--- src/verilog/pcm_pkg.sv ---
// Package with addresses, field layout, presets and timing for the clock mode control block.
package pcm_pkg;
    // Register map and width.
    localparam int          REG_W          = 16;
    localparam logic [15:0] CLK_MODE_ADDR  = 16'h0058;
    // Field positions inside clock_mode_config.
    localparam int          MULT_LSB       = 12;
    localparam int          MULT_W         = 4;
    localparam int          HALF_BIT       = 11;
    localparam int          LOCK_LSB       = 3;
    localparam int          LOCK_W         = 8;
    localparam int          PLL_ON_BIT     = 2;
    localparam int          PLL_MODE_BIT   = 1;
    localparam int          LOCKED_BIT     = 0;
    // Preset values chosen by the three select pins, indexed by {a,b,c}.
    localparam logic [15:0] PRESET_000     = 16'h0000;
    localparam logic [15:0] PRESET_001     = 16'h1000;
    localparam logic [15:0] PRESET_010     = 16'h2000;
    localparam logic [15:0] PRESET_011     = 16'h0000;
    localparam logic [15:0] PRESET_100     = 16'h4000;
    localparam logic [15:0] PRESET_101     = 16'h0007;
    localparam logic [15:0] PRESET_110     = 16'h6000;
    localparam logic [15:0] PRESET_111     = 16'h7000;
    localparam logic [2:0]  SEL_STOP       = 3'h3;
    localparam logic [2:0]  SEL_OSC        = 3'h4;
    // Reference cycles of lock wait per unit of the lock count field.
    localparam int          LOCK_SCALE     = 16;
    localparam int          PERIOD_W       = 16;
    // Clock output states.
    typedef enum logic [3:0] {
        PCM_STOP    = 4'h1,
        PCM_DIV     = 4'h2,
        PCM_ACQUIRE = 4'h4,
        PCM_PLL     = 4'h8
    } pcm_state_t;
endpackage

--- src/verilog/pcm_clock_mode.sv ---
// Clock generator mode control: mode register, strap preset, divider, lock timer, multiplier.
// Function
// - At reset the mode register takes a preset set only by the three select pins.
// - Patterns 000, 001, 010, 110 preset 0000h, 1000h, 2000h, 6000h: divide by two.
// - Pattern 100 presets 4000h and enables the internal oscillator, divide by two.
// - Pattern 101 presets 0007h: loop mode, multiply by one, external source.
// - The mode register is sixteen bits at address 0058h and sets loop, divider and ratio; stop and oscillator enable come only from the select pins.
// - Loop mode multiplies the reference by one of 24 ratios chosen in the register.
// - Divider mode gives the reference divided by two or by four.
// - In divider mode the loop may be switched off completely to save power.
// - Software switches the loop on or off directly through the mode register.
// - A lock timer holds off the switch to the multiplied clock until lock.
// - A new loop start first acquires; only after lock is the multiplied clock used.
`timescale 1ns/10ps
module pcm_clock_mode
    import pcm_pkg::*;
#(
    parameter int LOCK_SCALE_P = LOCK_SCALE
) (
    input  wire logic        mclk_i,
    input  wire logic        arst_n_i,
    input  wire logic [15:0] addr_i,
    input  wire logic [15:0] wdata_i,
    input  wire logic        wr_i,
    input  wire logic        rd_i,
    output logic      [15:0] rdata_o,
    input  wire logic        clock_select_pin_a_i,
    input  wire logic        clock_select_pin_b_i,
    input  wire logic        clock_select_pin_c_i,
    input  wire logic        reference_clock_input_i,
    output logic             crystal_drive_pin_o,
    output logic             crystal_drive_pin_oe_o,
    output logic             dev_clk_o,
    output logic             pll_enable_o,
    output logic             osc_enable_o,
    output logic             clk_stopped_o
);

    // Elaboration check: the scaled lock count must still fit the 16-bit lock timer.
    if (LOCK_SCALE_P < 1 || LOCK_SCALE_P > 256) begin : g_bad_scale
        $error("LOCK_SCALE_P must lie in 1..256");
    end

    ////////////////////////////////////////////////////////////////////////////////
    // Register, strap capture and decode.

    logic [15:0]       mode_reg;
    logic              strap_pending;
    logic              locked;
    logic              ref_q;
    logic              ref_rise;
    logic              mode_wr;
    logic [2:0]        sel_pins;
    logic [15:0]       preset;
    logic [MULT_W-1:0] mult;
    logic              half;
    logic              pll_on;
    logic              pll_mode;
    logic [LOCK_W-1:0] lock_cnt_field;
    pcm_state_t        state;

    assign sel_pins       = {clock_select_pin_a_i, clock_select_pin_b_i, clock_select_pin_c_i};
    assign mode_wr        = wr_i && (addr_i == CLK_MODE_ADDR) && !strap_pending;
    assign mult           = mode_reg[MULT_LSB +: MULT_W];
    assign half           = mode_reg[HALF_BIT];
    assign pll_on         = mode_reg[PLL_ON_BIT];
    assign pll_mode       = mode_reg[PLL_MODE_BIT];
    assign lock_cnt_field = mode_reg[LOCK_LSB +: LOCK_W];
    assign ref_rise       = reference_clock_input_i && !ref_q;

    // Preset table, selected purely by the pin pattern.
    always_comb begin
        unique case (sel_pins)
            3'h0:    preset = PRESET_000;
            3'h1:    preset = PRESET_001;
            3'h2:    preset = PRESET_010;
            3'h3:    preset = PRESET_011;
            3'h4:    preset = PRESET_100;
            3'h5:    preset = PRESET_101;
            3'h6:    preset = PRESET_110;
            default: preset = PRESET_111;
        endcase
    end

    // The pins are caught one clock after reset release, since an async reset may only load constants.
    always_ff @(posedge mclk_i or negedge arst_n_i) begin
        if (!arst_n_i) begin
            strap_pending <= 1'b1;
            mode_reg      <= 16'h0000;
            osc_enable_o  <= 1'b0;
            clk_stopped_o <= 1'b0;
        end else if (strap_pending) begin
            strap_pending <= 1'b0;
            mode_reg      <= preset;
            osc_enable_o  <= (sel_pins == SEL_OSC);
            clk_stopped_o <= (sel_pins == SEL_STOP);
        end else if (mode_wr) begin
            mode_reg      <= {wdata_i[15:1], 1'b0};
        end
    end

    // Read data is registered; any other address reads zero. Lock status is live.
    always_ff @(posedge mclk_i or negedge arst_n_i) begin
        if (!arst_n_i) begin
            rdata_o <= 16'h0000;
        end else if (rd_i && addr_i == CLK_MODE_ADDR) begin
            rdata_o <= {mode_reg[15:1], locked};
        end else begin
            rdata_o <= 16'h0000;
        end
    end

    // The loop is powered only while the pll_on bit of the mode register is set and the clock is not stopped; divider mode may run with it off.
    assign pll_enable_o = pll_on && !clk_stopped_o;

    // Crystal amplifier drives the opposite level of the reference while the oscillator is on.
    assign crystal_drive_pin_o    = !reference_clock_input_i;
    assign crystal_drive_pin_oe_o = osc_enable_o;

    ////////////////////////////////////////////////////////////////////////////////
    // Reference edge detect and period measurement.

    logic [PERIOD_W-1:0] period_cnt;
    logic [PERIOD_W-1:0] ref_period;
    logic [1:0]          rise_cnt;
    logic                period_ok;

    // The first rise after reset may be false and the second ends a cut period,
    // so the measured period is trusted only from the third rise on.
    assign period_ok = (rise_cnt == 2'h3);

    // Period of the reference in mclk cycles, used to synthesise the multiplied clock.
    always_ff @(posedge mclk_i or negedge arst_n_i) begin
        if (!arst_n_i) begin
            ref_q      <= 1'b0;
            period_cnt <= '0;
            ref_period <= '0;
            rise_cnt   <= 2'h0;
        end else begin
            ref_q <= reference_clock_input_i;
            if (ref_rise) begin
                ref_period <= period_cnt + PERIOD_W'(1);
                period_cnt <= '0;
                if (rise_cnt != 2'h3) begin
                    rise_cnt <= rise_cnt + 2'h1;
                end
            end else if (period_cnt != '1) begin
                period_cnt <= period_cnt + PERIOD_W'(1);
            end
        end
    end

    ////////////////////////////////////////////////////////////////////////////////
    // Mode state machine and lock timer.

    logic        want_pll;
    logic [15:0] lock_timer;

    assign want_pll = pll_mode && pll_on;

    // Any write that restarts or reconfigures the loop sends it back through acquisition.
    always_ff @(posedge mclk_i or negedge arst_n_i) begin
        if (!arst_n_i) begin
            state      <= PCM_DIV;
            lock_timer <= 16'h0000;
        end else if (clk_stopped_o) begin
            state      <= PCM_STOP;
        end else if (strap_pending || mode_wr) begin
            state      <= PCM_ACQUIRE;
            lock_timer <= 16'(LOCK_SCALE_P) * 16'(lock_cnt_field);
            if (strap_pending) begin
                lock_timer <= 16'(LOCK_SCALE_P) * 16'(preset[LOCK_LSB +: LOCK_W]);
            end else begin
                lock_timer <= 16'(LOCK_SCALE_P) * 16'(wdata_i[LOCK_LSB +: LOCK_W]);
            end
        end else begin
            unique case (state)
                PCM_STOP: begin
                    state <= PCM_STOP;
                end
                PCM_DIV: begin
                    state <= PCM_DIV;
                end
                PCM_ACQUIRE: begin
                    if (!want_pll) begin
                        state <= PCM_DIV;
                    end else if (lock_timer == 16'h0000) begin
                        state <= PCM_PLL;
                    end else if (ref_rise) begin
                        lock_timer <= lock_timer - 16'h0001;
                    end
                end
                PCM_PLL: begin
                    state <= want_pll ? PCM_PLL : PCM_DIV;
                end
                default: state <= PCM_DIV;
            endcase
        end
    end

    assign locked = (state == PCM_PLL);

    ////////////////////////////////////////////////////////////////////////////////
    // Clock synthesis: divider and multiplier.

    logic [1:0]  div_cnt;
    logic        div_clk;
    logic [20:0] nco_acc;
    logic [20:0] nco_step;
    logic [20:0] nco_limit;
    logic        mul_clk;

    // Ratio is (mult+1), or (mult+1)/2 with the half bit: 16 + 8 distinct values.
    assign nco_step  = 21'(({1'b0, mult} + 5'h01)) << 1;
    assign nco_limit = half ? 21'(ref_period) << 1 : 21'(ref_period);

    // Divider toggles on reference rising edges; four-way count for the divide by four.
    always_ff @(posedge mclk_i or negedge arst_n_i) begin
        if (!arst_n_i) begin
            div_cnt <= 2'h0;
            div_clk <= 1'b0;
        end else if (ref_rise) begin
            div_cnt <= div_cnt + 2'h1;
            if (!(half && !pll_mode) || div_cnt[0]) begin
                div_clk <= !div_clk;
            end
        end
    end

    // Accumulator toggles 2*ratio times per reference period; jitter is one mclk at most.
    always_ff @(posedge mclk_i or negedge arst_n_i) begin
        if (!arst_n_i) begin
            nco_acc <= 21'h000000;
            mul_clk <= 1'b0;
        end else if (state != PCM_PLL || !period_ok) begin
            nco_acc <= 21'h000000;
            mul_clk <= 1'b0;
        end else if (nco_acc + nco_step >= nco_limit) begin
            nco_acc <= nco_acc + nco_step - nco_limit;
            mul_clk <= !mul_clk;
        end else begin
            nco_acc <= nco_acc + nco_step;
        end
    end

    // Output clock is registered so that the selection never glitches the pin.
    always_ff @(posedge mclk_i or negedge arst_n_i) begin
        if (!arst_n_i) begin
            dev_clk_o <= 1'b0;
        end else if (clk_stopped_o) begin
            // The stop flag acts at once; the state only reaches STOP a cycle later.
            dev_clk_o <= 1'b0;
        end else begin
            unique case (state)
                PCM_STOP:    dev_clk_o <= 1'b0;
                PCM_PLL:     dev_clk_o <= mul_clk;
                default:     dev_clk_o <= div_clk;
            endcase
        end
    end

endmodule // pcm_clock_mode

--- config.mk ---
export PLATFORM = sky130hd
export DESIGN_NAME = pcm_clock_mode
export DESIGN_NICKNAME = d
export VERILOG_FILES = /design/src/verilog/pcm_pkg.sv /design/src/verilog/pcm_clock_mode.sv
export SDC_FILE = /design/constraint.sdc
export NUM_CORES = 1
export LEC_CHECK = 0
export BUFFER_PORTS_ARGS = -buffer_cell sky130_fd_sc_hd__buf_2
export CORE_UTILIZATION = 51
export CTS_CLUSTER_SIZE = 12
export DETAILED_ROUTE_END_ITERATION = 6
export MAX_ROUTING_LAYER = met4
export PLACE_DENSITY = 0.73
export SETUP_SLACK_MARGIN = 0.4
export SLEW_MARGIN = 10
export SYNTH_ARGS = -nofsm -noshare
export SYNTH_HDL_FRONTEND = slang
export SYNTH_SLANG_ARGS = --single-unit
--- constraint.sdc ---
create_clock -name mclk_i -period 4.4 [get_ports mclk_i]
set_input_delay 0.22 -clock mclk_i [delete_from_list [all_inputs] [get_ports mclk_i]]
set_output_delay 0.22 -clock mclk_i [all_outputs]
set_load 0.005 [all_outputs]
# [Word level (Yosys, flattened, before mapping)]
# Index checks and enable logic that the tools add are counted.
[op_classes] add_sub_neg=7 order_cmp=1 n_eq_ne=16 n_mux=25 bitwise_logic=1 n_reduce_logical=31
[ops] cell="16-bit 2-to-1 mux" n=10
[ops] cell="15-bit one-hot mux with 6 select lines" n=1
[ops] cell="21-bit 2-to-1 mux" n=2
[ops] cell="21-bit by 6-bit adder with 21-bit output" n=1
[ops] cell="21-bit by 17-bit >= comparator with 1-bit output" n=1
[ops] cell="21-bit by 17-bit subtractor with 21-bit output" n=1
[ops] cell="4-bit 2-to-1 mux" n=5
[ops] cell="17-bit 2-to-1 mux" n=1
[ops] cell="16-bit by 1-bit adder with 16-bit output (second input constant)" n=1
[ops] cell="16-bit by 7-bit == test with 1-bit output (second input constant)" n=1
[ops] cell="16-bit zero test" n=1
[ops] cell="16-bit != test (second input constant)" n=1
[ops] cell="16-bit by 1-bit subtractor with 16-bit output (second input constant)" n=1
[ops] cell="12-bit 2-to-1 mux" n=1
[ops] cell="4-bit one-hot mux with 3 select lines" n=1
[ops] cell="2-bit nonzero test" n=6
[ops] cell="3-bit == test (second input constant)" n=3
[ops] cell="1-bit zero test" n=9
[ops] cell="1-bit logical AND" n=7
[ops] cell="3-bit by 2-bit == test with 1-bit output (second input constant)" n=2
[ops] cell="4-bit by 1-bit adder with 5-bit output (second input constant)" n=1
[ops] cell="5-bit != test (second input constant)" n=1
[ops] cell="5-bit AND reduction" n=1
[ops] cell="2-bit by 1-bit adder with 2-bit output (second input constant)" n=2
[ops] cell="14 further kinds" n=20
[totals] ff_bits=116 in_bits=40 elab_cells=97

# [Logic depth before layout (Yosys ltp)]
[depth] ltp_word=7 mapped_depth=18 ltp_nobuf=16

# [Worst setup path after synthesis]
# No wires, ideal clock.
[synth_path] path_type="register -> register" startpoint="register mode_reg[12]" endpoint="register nco_acc[20]" t_arrival_ns=4.006 path_slack_ns=0.260 path_stages_with_launch=19 path_buffers=2 cell_sequence="dfrtp_1 ha_1 xor2_1 ha_1 o21ai_0 o21ai_1 and2_2 clkbuf_2 nand4_1 xnor2_1 ha_1 a21oi_1 o21ai_0 a221oi_1 nand3_1 or4_4 buf_6 a41oi_1 nor3_2"
[synth_via] elab_chain_cells=5 elab_cells_between_ends=6
[synth_lines] element="start, declared" line_no="pcm_clock_mode.sv:47" rtl="logic [15:0] mode_reg;"
[synth_lines] element="start signal, assigned" line_no="pcm_clock_mode.sv:94" rtl="mode_reg <= preset;"
[synth_lines] element="start signal, assigned" line_no="pcm_clock_mode.sv:98" rtl="mode_reg <= {wdata_i[15:1], 1'b0};"
[synth_lines] element="4-bit by 1-bit adder with 5-bit output *" line_no="pcm_clock_mode.sv:214" rtl="assign nco_step = 21'(({1'b0, mult} + 5'h01)) << 1;"
[synth_lines] element="21-bit by 6-bit adder with 21-bit output *" line_no="pcm_clock_mode.sv:238, pcm_clock_mode.sv:239, pcm_clock_mode.sv:242"
[synth_lines] element="21-bit by 17-bit subtractor with 21-bit output / 21-bit by 17-bit >= comparator with 1-bit output (equally long branches)" line_no="pcm_clock_mode.sv:239, pcm_clock_mode.sv:238"
[synth_lines] element="21-bit 2-to-1 mux *" line_no="pcm_clock_mode.sv:238" rtl="end else if (nco_acc + nco_step >= nco_limit) begin"
[synth_lines] element="21-bit 2-to-1 mux *" line_no="pcm_clock_mode.sv:235" rtl="end else if (state != PCM_PLL || !period_ok) begin"
[synth_lines] element="end signal, assigned" line_no="pcm_clock_mode.sv:239" rtl="nco_acc <= nco_acc + nco_step - nco_limit;"
[synth_lines] element="end signal, assigned" line_no="pcm_clock_mode.sv:242" rtl="nco_acc <= nco_acc + nco_step;"
[synth_lines] element="end, declared" line_no="pcm_clock_mode.sv:208" rtl="logic [20:0] nco_acc;"
# Mark *: on every way between the ends. The rest lies on a longest branch, timed or not.
# A chain may end at the register's enable or synchronous reset.

# [Final worst setup path]
[layout_path] startpoint="register mode_reg[12]" endpoint="register nco_acc[14]"
# Same word-level chain as after synthesis.

==> flow_metrics.py <==
metrics = {
    "synthesis": {
        "synth_nets": 796,
        "yosys-top-cells-count": "dfrtp_1 (112), nand2_1 (85), o21ai_0 (59)",
        "post_synth_inst_count": 728,
        "synth.most_common_cell": "dfrtp_1",
        "synth_top_area_cell": "dfrtp_1",
        "ys_warn_count": 0,
        "synth-edff-count": 0,
        "yosysTopAreaCellShare": 0.420,
        "yosys-top-cells-area": "dfrtp_1 (42%), ha_1 (4.9%), nand2_1 (4.8%), o21ai_0 (4.4%), xnor2_1 (4.1%)",
        "synth_area_per_cell_um2": 9.17,
        "yosysSeqAreaShare": 0.428,
        "synthFlopType": "dfrtp_1",
        "ys_seq_elements": 114,
        "synth_cell_types": 70,
        "async_reset_ff_frac": 1.00,
        "netlist_area_um2": 6680,
    },
    "sta": {
        "fmax_mhz": 231,
        "min_period_over_period": 0.985,
        "relSlewSlack": 0.362,
        "worstMarginPinSlew_ps": 958,
        "fin_crit_ps": 4330,
        "rsz0062_at_grt": "yes",
        "setup_slack_ps": 66.2,
        "setup_violations": 0,
        "fin_tns_setup_ps": 0,
        "final_max_slew_viol_count": 0,
        "hold_viol": 0,
        "skew_ps": 9.44,
    },
    "clock_network": {
        "htreeDepth": 4,
        "cts-root-buf": "clkbuf_16",
        "clk_pin_slew_worst_paths_ps": 50,
        "clockBufferDepth": 2,
        "cts_tree": "done",
        "cts_buffers": 17,
        "cts_sinks": 114,
        "clk_latency_ps": 410,
    },
    "placement": {
        "portBuffers": 60,
        "gp_congestion": 0.914,
        "pre_cts_ws_ps": 3.31,
        "dp_hpwl_mm": 11.8,
        "placed_area_um2": 7240,
    },
    "critical_path": {
        "startpoint_type": "flop",
        "cp.arrival_ps": 4640,
        "cp_max_fo": 8,
        "crit_type": "flop to flop",
        "cp-end-kind": "flop",
        "ff2ff_path_depth": 19,
        "critPathRequiredTime_ps": 4710,
    },
    "min_path": {
        "hold_path.class": "input port to flop",
        "hold_path_depth": 2,
    },
    "power": {
        "total_power_uw": 3870,
        "p_leak_uw": 0.00390,
        "irDropWorstVdd_mv": 0.351,
        "powerDensity_nw_per_um2": 458,
    },
    "cells_and_area": {
        "antenna_cells": 0,
        "fin_area_um2": 8470,
        "largest_register": "nco_acc",
        "syn2layout_area_growth_pct": 26.8,
        "fin_nets": 904,
        "drive_above_1_share": 0.252,
        "final_util": 0.668,
        "largest_reg_flops": 21,
    },
    "die": {
        "rows": 41,
        "die_width_um": 116,
        "core_um2": 12700,
        "die-height_um": 116,
        "start_util": 0.527,
        "dieArea_um2": 13600,
        "ios": 62,
    },
    "routing": {
        "firstDrtPassIters": 5,
        "drt_wl_total_mm": 18.5,
        "drc_errors": 0,
        "drt.antenna.violating_nets": 0,
        "num_vias": 6185,
        "wire_per_inst_um": 18.1,
        "drt-initial-drc-count": 639,
        "via_per_inst": 6.06,
    },
    "grt": {
        "overflow": 0,
        "grt_use_total": 0.284,
        "grt_start_max_net_pins": 75,
        "grt_pass1_vias": 5760,
        "grt_pass1_wl_mm": 28.3,
        "antenna_found_initial": 0,
    },
    "outcome": {
        "status": "finished clean",
    },
    "run": {
        "drv_cap": 0,
    },
}
[area by class of cell]
class                      count  area [µm²]
tap                          172         215
clock inverter                 9         130
sequential                   114        2860
clock buffer                  22         474
inverter                      23        86.3
multi-input combinational    566        3960
fill                         999        4200
timing repair buffer         114         743
[layout by cell type, fill, tap and decap left out, drive strengths merged, types with 16 or more instances in the layout]
master,instances
dfrtp,112
buf,112
nand2,85
o21ai,61
a21oi,52
nor2,47
nand3,34
xnor2,31
and3,27
ha,26
inv,23
clkbuf,22
xor2,20
mux2i,18
nor3,16
[metrics by stage]
stage	hold slack, ps	std cells
after floorplan	-75.6	728
after global placement	363	952
after detailed placement	366	952
after CTS	52.6	1008
after global routing	59.9	1020
final	61.4	1020
[critical path, cell delays in order, from the launching register on]
cell and delay (ps):
dfrtp_2 430, buf_6 120, nand3_1 80, xnor2_1 160, ha_1 390, nand3_2 140
o211ai_4 250, buf_4 180, nand3_2 100, xnor2_2 250, ha_4 240, and2_4 160
a221o_1 350, nand3_1 110, nand3_2 130, buf_6 160, nor4_4 420, buf_6 220
nand3_1 120, a21oi_1 190
[what timing repair did]
item | CTS | global route
pin swaps | 30 | 22
buffers inserted | 20 | 12
endpoints found under the hold margin | 48 | 0
resized for setup | 45 | 24
hold buffers | 2 | 0
setup endpoints to repair | 22 | 22
gates cloned | 3 | 0
[path summary, 6_finish.rpt]
check	slack (ps)	endpoint	from
min reg2reg	470	div_cnt[0]	div_cnt[0]
max in group asynchronous	2780	mode_reg[12]	arst_n_i
min	60	clk_stopped_o	clock_select_pin_a_i
max	70	nco_acc[14]	mode_reg[12]
min in group asynchronous	510	rdata_o[6]	arst_n_i
max reg2reg	70	nco_acc[14]	mode_reg[12]
[metal layers]
layer	share of wire	wire length (µm)	global-route usage	vias up
li1	-	-	-	2849
met1	0.43	7910	0.368	3018
met3	0.060	1110	0.0638	60
met4	0.027	494	0.113	0
met5	0	0	-	-
met2	0.48	8960	0.432	258
[kinds of logic after synthesis]
kind of cell / Yosys count / share of synthesized area
DFF: 114 / 0.428
xor gates and xnor gates: 51 / 0.0669
and+or+nand+nor: 278 / 0.217
other: 1 / 0.000562
buffers and inverters: 50 / 0.0304
AOI/OAI and AO/OA: 186 / 0.173
adders and majority gates: 28 / 0.0547
muxes: 20 / 0.0304
[power by group]
part           leakage [µW]  internal [µW]  switching (µW)
sequential          0.00154           1140            93.5
clock              0.000284            929             482
combinational       0.00208            544             685
(Power assumes the default switching activity.)
